<file path="src/design/ppct_defs.svh">
// register offsets, field positions, reset values and timing counts for the period timer
`ifndef PPCT_DEFS_SVH
`define PPCT_DEFS_SVH

// ********************
// register word offsets (byte address = index * 4)
// ********************
`define PPCT_OFS_CLK_EN       4'h0
`define PPCT_OFS_CONTROL      4'h1
`define PPCT_OFS_MODE         4'h2
`define PPCT_OFS_IO_CONTROL   4'h3
`define PPCT_OFS_COUNTER      4'h4
`define PPCT_OFS_INT_CTRL     4'h5
`define PPCT_OFS_COUNT_NOW    4'h6

// ********************
// field positions
// ********************
`define PPCT_CLKEN_BIT        0
`define PPCT_CR_START_BIT     0
`define PPCT_CR_RUNNING_BIT   1
`define PPCT_CR_STOP_BIT      2
`define PPCT_CR_EDGEF_BIT     4
`define PPCT_CR_UNDF_BIT      5
`define PPCT_MR_MOD_LSB       0
`define PPCT_MR_EDGPL_BIT     3
`define PPCT_MR_CK_LSB        4
`define PPCT_IO_EDGSEL_BIT    0
`define PPCT_IO_OENA_BIT      2
`define PPCT_IO_IPF_LSB       4
`define PPCT_IC_MASK_BIT      0
`define PPCT_IC_FLAG_BIT      1

// ********************
// encodings and reset values
// ********************
`define PPCT_MOD_PERIOD       3'h4
`define PPCT_CK_FCLK          3'h0
`define PPCT_CK_FCLK_DIV8     3'h1
`define PPCT_CK_FCLK_DIV2     3'h3
`define PPCT_IPF_OFF          2'h0
`define PPCT_IPF_FCLK         2'h1
`define PPCT_IPF_DIV8         2'h2
`define PPCT_IPF_DIV32        2'h3
`define PPCT_RELOAD_RST       16'hFFFF
`define PPCT_MASK_RST         1'h1

// ********************
// timing counts
// ********************
`define PPCT_FILT_TAPS        3
`define PPCT_PRESC_BITS       5

`endif

</file>
<file path="src/design/ppct_pkg.sv">
// types shared by the period timer modules
package ppct_pkg;

    typedef enum logic [1:0] {
        PPCT_BUS_IDLE,
        PPCT_BUS_DONE
    } ppct_bus_st_t;

endpackage : ppct_pkg

</file>
<file path="src/design/ppct_tick_if.sv">
// tick and filter carrier between the period timer modules
`timescale 1ns/1ps
interface ppct_tick_if;
    logic       tick_div2;
    logic       tick_div8;
    logic       tick_div32;
    logic [1:0] filt_sel;
    logic       pin_raw;
    logic       pin_clean;

    modport gen (output tick_div2, output tick_div8, output tick_div32,
                 input filt_sel, input pin_raw, output pin_clean);
    modport use_side (input tick_div2, input tick_div8, input tick_div32,
                      output filt_sel, output pin_raw, input pin_clean);
endinterface : ppct_tick_if

</file>
<file path="src/design/ppct_timer.sv">
// pulse period capture timer with avalon-mm register slave
//
// The Avalon-MM interface to the registers and the placing of the registers were decided locally.
`timescale 1ns/1ps
`include "ppct_defs.svh"
module ppct_timer
    import ppct_pkg::*;
#(
    parameter int CNT_W = 16
) (
    input  wire logic        clk_i,
    input  wire logic        sys_rst_i,
    input  wire logic [3:0]  avs_address_i,
    input  wire logic        avs_read_i,
    input  wire logic        avs_write_i,
    input  wire logic [31:0] avs_writedata_i,
    input  wire logic [3:0]  avs_byteenable_i,
    output logic [31:0]      avs_readdata_o,
    output logic             avs_waitrequest_o,
    output logic [1:0]       avs_response_o,
    input  wire logic        capture_input_pin_i,
    output logic             timer_interrupt_request_o,
    output logic             pulse_output_o
);
    // ********************
    // state
    // ********************
    typedef struct packed {
        ppct_bus_st_t     bus;
        logic [31:0]      rdata;
        logic [1:0]       resp;
        logic             clk_en;
        logic             start;
        logic             stop_req;
        logic             running;
        logic             edge_flag;
        logic             undf_flag;
        logic [2:0]       cksel;
        logic             edgpl;
        logic [2:0]       mode;
        logic [1:0]       ipf;
        logic             oena;
        logic             edgsel;
        logic             mask;
        logic             req_flag;
        logic             irq;
        logic             pout;
        logic [CNT_W-1:0] reload;
        logic [CNT_W-1:0] count;
        logic [CNT_W-1:0] rbuf;
        logic             rbuf_full;
        logic             cap_pend;
        logic             reload_pend;
        logic             pin_d;
    } ppct_state_t;

    ppct_state_t state_reg;
    ppct_state_t state_next;

    ppct_tick_if tk ();

    logic        src_tick;
    logic        edge_hit;
    logic        wr_ok;
    logic        rd_acc;
    logic        wr_acc;
    logic [7:0]  wb;
    logic [31:0] rd_word;
    logic        event_any;

    // ********************
    // prescaler and input filter
    // ********************
    ppct_prescaler u_presc (
        .clk_i     (clk_i),
        .sys_rst_i (sys_rst_i),
        .run_i     (state_reg.clk_en),
        .tk        (tk.gen)
    );

    ppct_filter u_filt (
        .clk_i     (clk_i),
        .sys_rst_i (sys_rst_i),
        .tk        (tk.gen)
    );

    assign tk.filt_sel = state_reg.clk_en ? state_reg.ipf : `PPCT_IPF_OFF;
    assign tk.pin_raw  = capture_input_pin_i;

    // ********************
    // count source and edge detect
    // ********************
    // unsupported sources (low-speed, event, sub clock) never tick
    always_comb begin
        case (state_reg.cksel)
            `PPCT_CK_FCLK:      src_tick = 1'h1;
            `PPCT_CK_FCLK_DIV8: src_tick = tk.tick_div8;
            `PPCT_CK_FCLK_DIV2: src_tick = tk.tick_div2;
            default:            src_tick = 1'h0;
        endcase
    end

    // active edge on the filtered input, polarity from edge select
    assign edge_hit = state_reg.edgsel
                    ? (state_reg.pin_d & ~tk.pin_clean)
                    : (~state_reg.pin_d & tk.pin_clean);

    // ********************
    // bus decode
    // ********************
    assign rd_acc = avs_read_i && (state_reg.bus == PPCT_BUS_IDLE);
    assign wr_acc = avs_write_i && (state_reg.bus == PPCT_BUS_IDLE);
    assign wb     = avs_byteenable_i[0] ? avs_writedata_i[7:0] : 8'h00;

    // writes other than the clock enable need the clock supply on
    assign wr_ok = wr_acc && avs_byteenable_i[0] && state_reg.clk_en;

    // readback mux, reserved bits read zero
    always_comb begin
        rd_word = 32'h0000_0000;
        case (avs_address_i)
            `PPCT_OFS_CLK_EN: rd_word[`PPCT_CLKEN_BIT] = state_reg.clk_en;
            `PPCT_OFS_CONTROL: begin
                rd_word[`PPCT_CR_START_BIT]   = state_reg.start;
                rd_word[`PPCT_CR_RUNNING_BIT] = state_reg.running;
                rd_word[`PPCT_CR_EDGEF_BIT]   = state_reg.edge_flag;
                rd_word[`PPCT_CR_UNDF_BIT]    = state_reg.undf_flag;
            end
            `PPCT_OFS_MODE: begin
                rd_word[`PPCT_MR_MOD_LSB+:3]  = state_reg.mode;
                rd_word[`PPCT_MR_EDGPL_BIT]   = state_reg.edgpl;
                rd_word[`PPCT_MR_CK_LSB+:3]   = state_reg.cksel;
            end
            `PPCT_OFS_IO_CONTROL: begin
                rd_word[`PPCT_IO_EDGSEL_BIT]  = state_reg.edgsel;
                rd_word[`PPCT_IO_OENA_BIT]    = state_reg.oena;
                rd_word[`PPCT_IO_IPF_LSB+:2]  = state_reg.ipf;
            end
            `PPCT_OFS_COUNTER:   rd_word[CNT_W-1:0] = state_reg.rbuf;
            `PPCT_OFS_INT_CTRL: begin
                rd_word[`PPCT_IC_MASK_BIT]    = state_reg.mask;
                rd_word[`PPCT_IC_FLAG_BIT]    = state_reg.req_flag;
            end
            `PPCT_OFS_COUNT_NOW: rd_word[CNT_W-1:0] = state_reg.count;
            default:             rd_word = 32'h0000_0000;
        endcase
    end

    // ********************
    // next state
    // ********************
    always_comb begin
        state_next = state_reg;
        event_any  = 1'h0;

        // one-wait-state slave: accept, then answer for one cycle
        case (state_reg.bus)
            PPCT_BUS_IDLE: begin
                if (avs_read_i || avs_write_i) begin
                    state_next.bus   = PPCT_BUS_DONE;
                    state_next.rdata = avs_read_i ? rd_word : 32'h0000_0000;
                    state_next.resp  = (avs_address_i > `PPCT_OFS_COUNT_NOW) ? 2'h2 : 2'h0;
                end
            end
            PPCT_BUS_DONE: begin
                state_next.bus   = PPCT_BUS_IDLE;
                state_next.rdata = 32'h0000_0000;
                state_next.resp  = 2'h0;
            end
            default: state_next.bus = PPCT_BUS_IDLE;
        endcase

        // reading the buffer frees it for the next capture
        if (rd_acc && avs_address_i == `PPCT_OFS_COUNTER) begin
            state_next.rbuf_full = 1'h0;
        end

        // register writes
        if (wr_ok) begin
            case (avs_address_i)
                `PPCT_OFS_CONTROL: begin
                    state_next.start    = wb[`PPCT_CR_START_BIT];
                    state_next.stop_req = wb[`PPCT_CR_STOP_BIT];
                    if (!wb[`PPCT_CR_EDGEF_BIT]) state_next.edge_flag = 1'h0;
                    if (!wb[`PPCT_CR_UNDF_BIT])  state_next.undf_flag = 1'h0;
                end
                `PPCT_OFS_MODE: begin
                    state_next.mode  = wb[`PPCT_MR_MOD_LSB+:3];
                    state_next.edgpl = wb[`PPCT_MR_EDGPL_BIT];
                    state_next.cksel = wb[`PPCT_MR_CK_LSB+:3];
                end
                `PPCT_OFS_IO_CONTROL: begin
                    state_next.edgsel = wb[`PPCT_IO_EDGSEL_BIT];
                    state_next.oena   = wb[`PPCT_IO_OENA_BIT];
                    state_next.ipf    = wb[`PPCT_IO_IPF_LSB+:2];
                end
                `PPCT_OFS_COUNTER: begin
                    if (avs_byteenable_i[1]) begin
                        state_next.reload = avs_writedata_i[CNT_W-1:0];
                        if (!state_reg.running) begin
                            state_next.count = avs_writedata_i[CNT_W-1:0];
                        end
                    end
                end
                `PPCT_OFS_INT_CTRL: begin
                    state_next.mask = wb[`PPCT_IC_MASK_BIT];
                    if (!wb[`PPCT_IC_FLAG_BIT]) state_next.req_flag = 1'h0;
                end
                default: state_next.start = state_reg.start;
            endcase
        end

        // forced stop drops start and clears itself
        if (state_reg.stop_req) begin
            state_next.start    = 1'h0;
            state_next.stop_req = 1'h0;
        end
        state_next.running = state_reg.start;
        state_next.pin_d   = tk.pin_clean;

        // count engine in period measurement mode
        if (state_reg.running && state_reg.mode == `PPCT_MOD_PERIOD) begin
            if (edge_hit) begin
                state_next.cap_pend = 1'h1;
            end
            if (src_tick) begin
                if (state_reg.reload_pend) begin
                    state_next.count       = state_reg.reload;
                    state_next.reload_pend = 1'h0;
                    state_next.edge_flag   = 1'h1;
                    event_any              = 1'h1;
                end else if (state_reg.cap_pend) begin
                    if (!state_reg.rbuf_full) begin
                        state_next.rbuf      = state_reg.count;
                        state_next.rbuf_full = 1'h1;
                    end
                    state_next.cap_pend    = edge_hit;
                    state_next.reload_pend = 1'h1;
                    state_next.count       = state_reg.count - CNT_W'(1);
                end else if (state_reg.count == '0) begin
                    state_next.count     = state_reg.reload;
                    state_next.undf_flag = 1'h1;
                    state_next.pout      = ~state_reg.pout;
                    event_any            = 1'h1;
                end else begin
                    state_next.count = state_reg.count - CNT_W'(1);
                end
            end
        end else begin
            state_next.cap_pend    = 1'h0;
            state_next.reload_pend = 1'h0;
        end

        // request flag: a new event wins over a clear in the same cycle
        if (event_any) begin
            state_next.req_flag = 1'h1;
        end
        state_next.irq = state_next.req_flag & ~state_next.mask;

        // gated clock supply holds everything but the enable and the bus answer in reset
        if (!state_reg.clk_en) begin
            state_next        = '0;
            state_next.bus    = state_reg.bus == PPCT_BUS_IDLE && (avs_read_i || avs_write_i)
                              ? PPCT_BUS_DONE : PPCT_BUS_IDLE;
            state_next.rdata  = state_reg.bus == PPCT_BUS_IDLE && avs_read_i
                              ? rd_word : 32'h0000_0000;
            // unmapped places still answer with an error while gated
            state_next.resp   = state_reg.bus == PPCT_BUS_IDLE && (avs_read_i || avs_write_i)
                              && avs_address_i > `PPCT_OFS_COUNT_NOW ? 2'h2 : 2'h0;
            state_next.mask   = `PPCT_MASK_RST;
            state_next.reload = `PPCT_RELOAD_RST;
            state_next.count  = `PPCT_RELOAD_RST;
        end
        if (wr_acc && avs_byteenable_i[0] && avs_address_i == `PPCT_OFS_CLK_EN) begin
            state_next.clk_en = wb[`PPCT_CLKEN_BIT];
        end else begin
            state_next.clk_en = state_reg.clk_en;
        end
    end

    // ********************
    // registers
    // ********************
    always_ff @(posedge clk_i) begin
        if (sys_rst_i) begin
            state_reg        <= '0;
            state_reg.bus    <= PPCT_BUS_IDLE;
            state_reg.mask   <= `PPCT_MASK_RST;
            state_reg.reload <= `PPCT_RELOAD_RST;
            state_reg.count  <= `PPCT_RELOAD_RST;
        end else begin
            state_reg <= state_next;
        end
    end

    // outputs from flops; waitrequest decoded from the bus state, pulse output gated by oena
    assign avs_readdata_o            = state_reg.rdata;
    assign avs_waitrequest_o         = (state_reg.bus == PPCT_BUS_IDLE);
    assign avs_response_o            = state_reg.resp;
    assign timer_interrupt_request_o = state_reg.irq;
    assign pulse_output_o            = state_reg.pout & state_reg.oena;
endmodule : ppct_timer

</file>
<file path="src/design/ppct_prescaler.sv">
// prescaler ticks for count source and input filter sampling
`timescale 1ns/1ps
`include "ppct_defs.svh"
module ppct_prescaler
    import ppct_pkg::*;
(
    input  wire logic clk_i,
    input  wire logic sys_rst_i,
    input  wire logic run_i,
    ppct_tick_if.gen  tk
);
    typedef struct packed {
        logic [`PPCT_PRESC_BITS-1:0] cnt;
        logic                        d2;
        logic                        d8;
        logic                        d32;
    } ppct_presc_t;

    ppct_presc_t state_reg;
    ppct_presc_t state_next;

    // free divider, held at zero while the clock supply is gated
    always_comb begin
        state_next     = state_reg;
        state_next.cnt = run_i ? state_reg.cnt + 5'h01 : 5'h00;
        state_next.d2  = run_i && (state_reg.cnt[0] == 1'h1);
        state_next.d8  = run_i && (state_reg.cnt[2:0] == 3'h7);
        state_next.d32 = run_i && (state_reg.cnt == 5'h1F);
    end

    always_ff @(posedge clk_i) begin
        if (sys_rst_i) begin
            state_reg <= '0;
        end else begin
            state_reg <= state_next;
        end
    end

    assign tk.tick_div2  = state_reg.d2;
    assign tk.tick_div8  = state_reg.d8;
    assign tk.tick_div32 = state_reg.d32;
endmodule : ppct_prescaler

</file>
<file path="src/design/ppct_filter.sv">
// digital noise filter on the capture input
`timescale 1ns/1ps
`include "ppct_defs.svh"
module ppct_filter
    import ppct_pkg::*;
(
    input  wire logic clk_i,
    input  wire logic sys_rst_i,
    ppct_tick_if.gen  tk
);
    typedef struct packed {
        logic [`PPCT_FILT_TAPS-1:0] taps;
        logic                       level;
    } ppct_filt_t;

    ppct_filt_t state_reg;
    ppct_filt_t state_next;
    logic       sample;

    // sampling strobe per filter select
    always_comb begin
        case (tk.filt_sel)
            `PPCT_IPF_FCLK:  sample = 1'h1;
            `PPCT_IPF_DIV8:  sample = tk.tick_div8;
            `PPCT_IPF_DIV32: sample = tk.tick_div32;
            default:         sample = 1'h1;
        endcase
    end

    // with a filter selected, level changes only after three equal samples, so glitches die here; with the filter off it follows the pin
    always_comb begin
        state_next = state_reg;
        if (tk.filt_sel == `PPCT_IPF_OFF) begin
            state_next.level = tk.pin_raw;
            state_next.taps  = {`PPCT_FILT_TAPS{tk.pin_raw}};
        end else if (sample) begin
            state_next.taps = {state_reg.taps[`PPCT_FILT_TAPS-2:0], tk.pin_raw};
            if (&state_next.taps) begin
                state_next.level = 1'h1;
            end else if (~|state_next.taps) begin
                state_next.level = 1'h0;
            end
        end
    end

    always_ff @(posedge clk_i) begin
        if (sys_rst_i) begin
            state_reg <= '0;
        end else begin
            state_reg <= state_next;
        end
    end

    assign tk.pin_clean = state_reg.level;
endmodule : ppct_filter

</file>
<file path="config.mk">
export PLATFORM = sky130hd
export DESIGN_NAME = ppct_timer
export DESIGN_NICKNAME = d
export VERILOG_FILES = /design/src/design/ppct_pkg.sv /design/src/design/ppct_tick_if.sv /design/src/design/ppct_timer.sv /design/src/design/ppct_prescaler.sv /design/src/design/ppct_filter.sv
export VERILOG_INCLUDE_DIRS = /design/src /design/src/design
export SDC_FILE = /design/constraint.sdc
export NUM_CORES = 1
export LEC_CHECK = 0
export BUFFER_PORTS_ARGS = -buffer_cell sky130_fd_sc_hd__buf_4
export CAP_MARGIN = 30
export CORE_ASPECT_RATIO = 0.9
export CORE_UTILIZATION = 40
export CTS_BUF_LIST = sky130_fd_sc_hd__clkbuf_8
export DETAILED_ROUTE_END_ITERATION = 12
export PLACE_DENSITY_LB_ADDON = 0.12
export SYNTH_ARGS = -nofsm -noshare
export SYNTH_HDL_FRONTEND = slang
export SYNTH_SLANG_ARGS = --single-unit
</file>
<file path="constraint.sdc">
create_clock -name clk_i -period 3.15 [get_ports clk_i]
set_input_delay 0.315 -clock clk_i [delete_from_list [all_inputs] [get_ports clk_i]]
set_output_delay 0.315 -clock clk_i [all_outputs]
set_load 0.05 [all_outputs]
</file>
==> results_dict.tcl <==
set metrics [dict create \
    routed_wl_um 13000 \
    multiInputGateArea_um2 2590 \
    fin_area_um2 5530 \
    clock_tree.root_cell "clkbuf_8" \
    slowest_stage "or4b_2" \
    worstMarginPinSlew_ps 747 \
    seqCellArea_um2 2040 \
    synth.most_common_cell "dfxtp_1" \
    drt_iter0_markers 310 \
    cts_buffers 9 \
    start_util_pct 41.6 \
    io_buffers 46 \
    syn2layout_area_growth_pct 9.25 \
    ys_async_sr_fraction_pct 0 \
    leakage_nw 2.13 \
    ys_warn_count 0 \
    drt.antenna.violating_nets 0 \
    netlist_area_um2 5060 \
    grt_pass1_vias 3882 \
    synth_seq_cells 102 \
    grt_max_degree 40 \
    synth_edf_count 0 \
    required_ps 3450 \
    synth.largest_area_cell "dfxtp_1" \
    setup.worst_path.start_class "register" \
    maxSlewViolCount 0 \
    drv_cap 0 \
    postSynthAreaPerCell_um2 8.59 \
    crit_chain "inv_1 -> ha_1 -> or4b_2 -> nor4_4 -> or2_1 -> buf_4 -> a211oi_1 -> o21ai_0" \
    path_class "register to register" \
    diodes 0 \
    die_w_um 121 \
    rows 38 \
    ys.flop_type "dfxtp_1" \
    hold_viol_final 0 \
    num-fill-cells 1216 \
    cts_hold_buf 0 \
    powerDensity_nw_per_um2 432 \
    critPathMaxStageDelay_ps 630 \
    routed_via_density 5.44 \
    fin_tns_setup_ps 0 \
    netlist.area_leader.share_pct 40.4 \
    largest_reg_flops 73 \
    grt_overflow 0 \
    clkTransAtPathRegs_ps 100 \
    ys_top_cells_by_count "102 x dfxtp_1, 67 x nor2_1, 58 x nand2_1, 36 x buf_4, 31 x clkbuf_1" \
    htreeDepth 3 \
    hold_class "input port to register" \
    grt_pass1_wl_um 21100 \
    fmaxAchievable_ghz 0.412 \
    synthCells 589 \
    worst_setup_path_end_kind "register" \
    cts_max_path_buffers 2 \
    clk-insertion-delay-late_ps 380 \
    final.min_clock_period_ps 2430 \
    crit_fanout 11 \
    drtPass1Iterations 5 \
    post-route-period-util_pct 77.0 \
    core-area_um2 12200 \
    setup_viol 0 \
    clkSinkCount 102 \
    cts_resized 0 \
    outcome "finished clean" \
    finalClockSkew_ps 11.4 \
    antenna_found_initial 0 \
    post-route-drc-count 0 \
    rsz0062_at_grt "no" \
    placed_cell_area_um2 5300 \
    die-area_um2 13100 \
    cts_setup_buffers 0 \
    dp_hpwl_um 9050 \
    grt_usage_pct 21.0 \
    ys_seq_area_share_pct 40.4 \
    max_slew_margin_pct 50.2 \
    vias 4148 \
    synth_area_leaders "dfxtp_1 40%, mux2i_1 5.9%, buf_4 5.3%, nor2_1 5.0%, nand2_1 4.3%" \
    drive_gt1_share_pct 15.1 \
    io_pins 82 \
    num-nets-final 647 \
    routedWlPerCell_um 17.1 \
    ir_drop_uv 264 \
    gp_congestion 0.802 \
    die_height_um 109 \
    cts_tree "yes" \
    cp.arrival_ps 2730 \
    synth_cell_types 62 \
]
==> per-layer routing <==
layer	vias up	part of all wire [%]	global-route usage [%]
met5	-	0	0
met4	0	0.67	4.41
met3	7	5.2	4.60
met2	105	46	34.0
met1	1991	48	28.9
li1	2045	-	-
==> worst max-delay path, delay by kind of cell, from the launching register on <==
family | cells | cell delay, ps
fa+ha+maj | 1 | 170
flops | 1 | 360
compound gates | 2 | 260
simple gates | 3 | 1240
buf+inv | 2 | 340
==> area by class of cell <==
| class | instances | share of cell area, % |
|---|---|---|
| clock inverter | 6 | 1.56 |
| tap | 160 | 3.62 |
| multi-input combinational | 418 | 46.8 |
| clock buffer | 10 | 2.49 |
| timing repair buffer | 60 | 8.15 |
| sequential | 102 | 37.0 |
| inverter | 6 | 0.408 |
==> logic make-up (layout without fill, tap and decap cells) <==
logic type / Yosys count / after routing / share of synthesized area, %
and+or+nand+nor: 239 / 239 / 24.2
other: 1 / 17 / 0.0741
adders and majority gates: 5 / 5 / 1.24
muxes: 34 / 34 / 7.05
DFF: 102 / 102 / 40.4
AOI/OAI and AO/OA: 111 / 111 / 15.1
xor gates and xnor gates: 12 / 12 / 2.08
buffers and inverters: 85 / 82 / 9.85
==> cell usage in the layout, fill, tap and decap left out, types with 5 or more instances in the layout <==
| cell | count |
|---|---|
| ha_1 | 5 |
| nor4_1 | 9 |
| nor2b_1 | 6 |
| a221oi_1 | 5 |
| conb_1 | 17 |
| nor3_1 | 17 |
| and2_1 | 18 |
| inv_1 | 7 |
| o31ai_1 | 6 |
| dfxtp_1 | 102 |
| nand2_1 | 58 |
| a211oi_1 | 13 |
| o21ai_0 | 20 |
| nand2b_1 | 5 |
| nor2_1 | 67 |
| clkbuf_8 | 10 |
| a22oi_1 | 10 |
| a222oi_1 | 7 |
| a21oi_1 | 26 |
| nand3_1 | 24 |
| buf_4 | 60 |
| xor2_1 | 8 |
| mux2i_1 | 30 |
==> report_power, final <==
group          leakage (nW)  switching (mW)  internal, mW
clock                 0.106           0.460         0.466
combinational          1.20           0.114        0.0463
sequential            0.824         0.00534          1.29
==> path summary, 6_finish.rpt <==
kind                           start             to  slack (ps)  cells after the start
setup / recovery       state_reg[21]  state_reg[21]         720                      8
hold / removal    avs_writedata_i[9]  state_reg[45]         150                      3
setup reg to reg       state_reg[21]  state_reg[21]         720                      8
hold reg to reg        state_reg[70]  state_reg[70]         460                      1
==> through the flow <==
| stage | total power [mW] | hold WS [ps] | setup WS, ps | std cells | utilization [%] |
|---|---|---|---|---|---|
| after floorplan | 1.45 | 394 | 1080 | 605 | - |
| after detailed placement | 1.49 | 435 | 724 | 746 | 43.6 |
| after global placement | 1.49 | 419 | 796 | 746 | 43.6 |
| after CTS | 2.42 | 133 | 686 | 762 | 45.4 |
| final | 2.39 | 148 | 724 | 762 | 45.4 |
| after global routing | 2.49 | 141 | 529 | 762 | 45.4 |
Power figures use the tool's default switching activity.
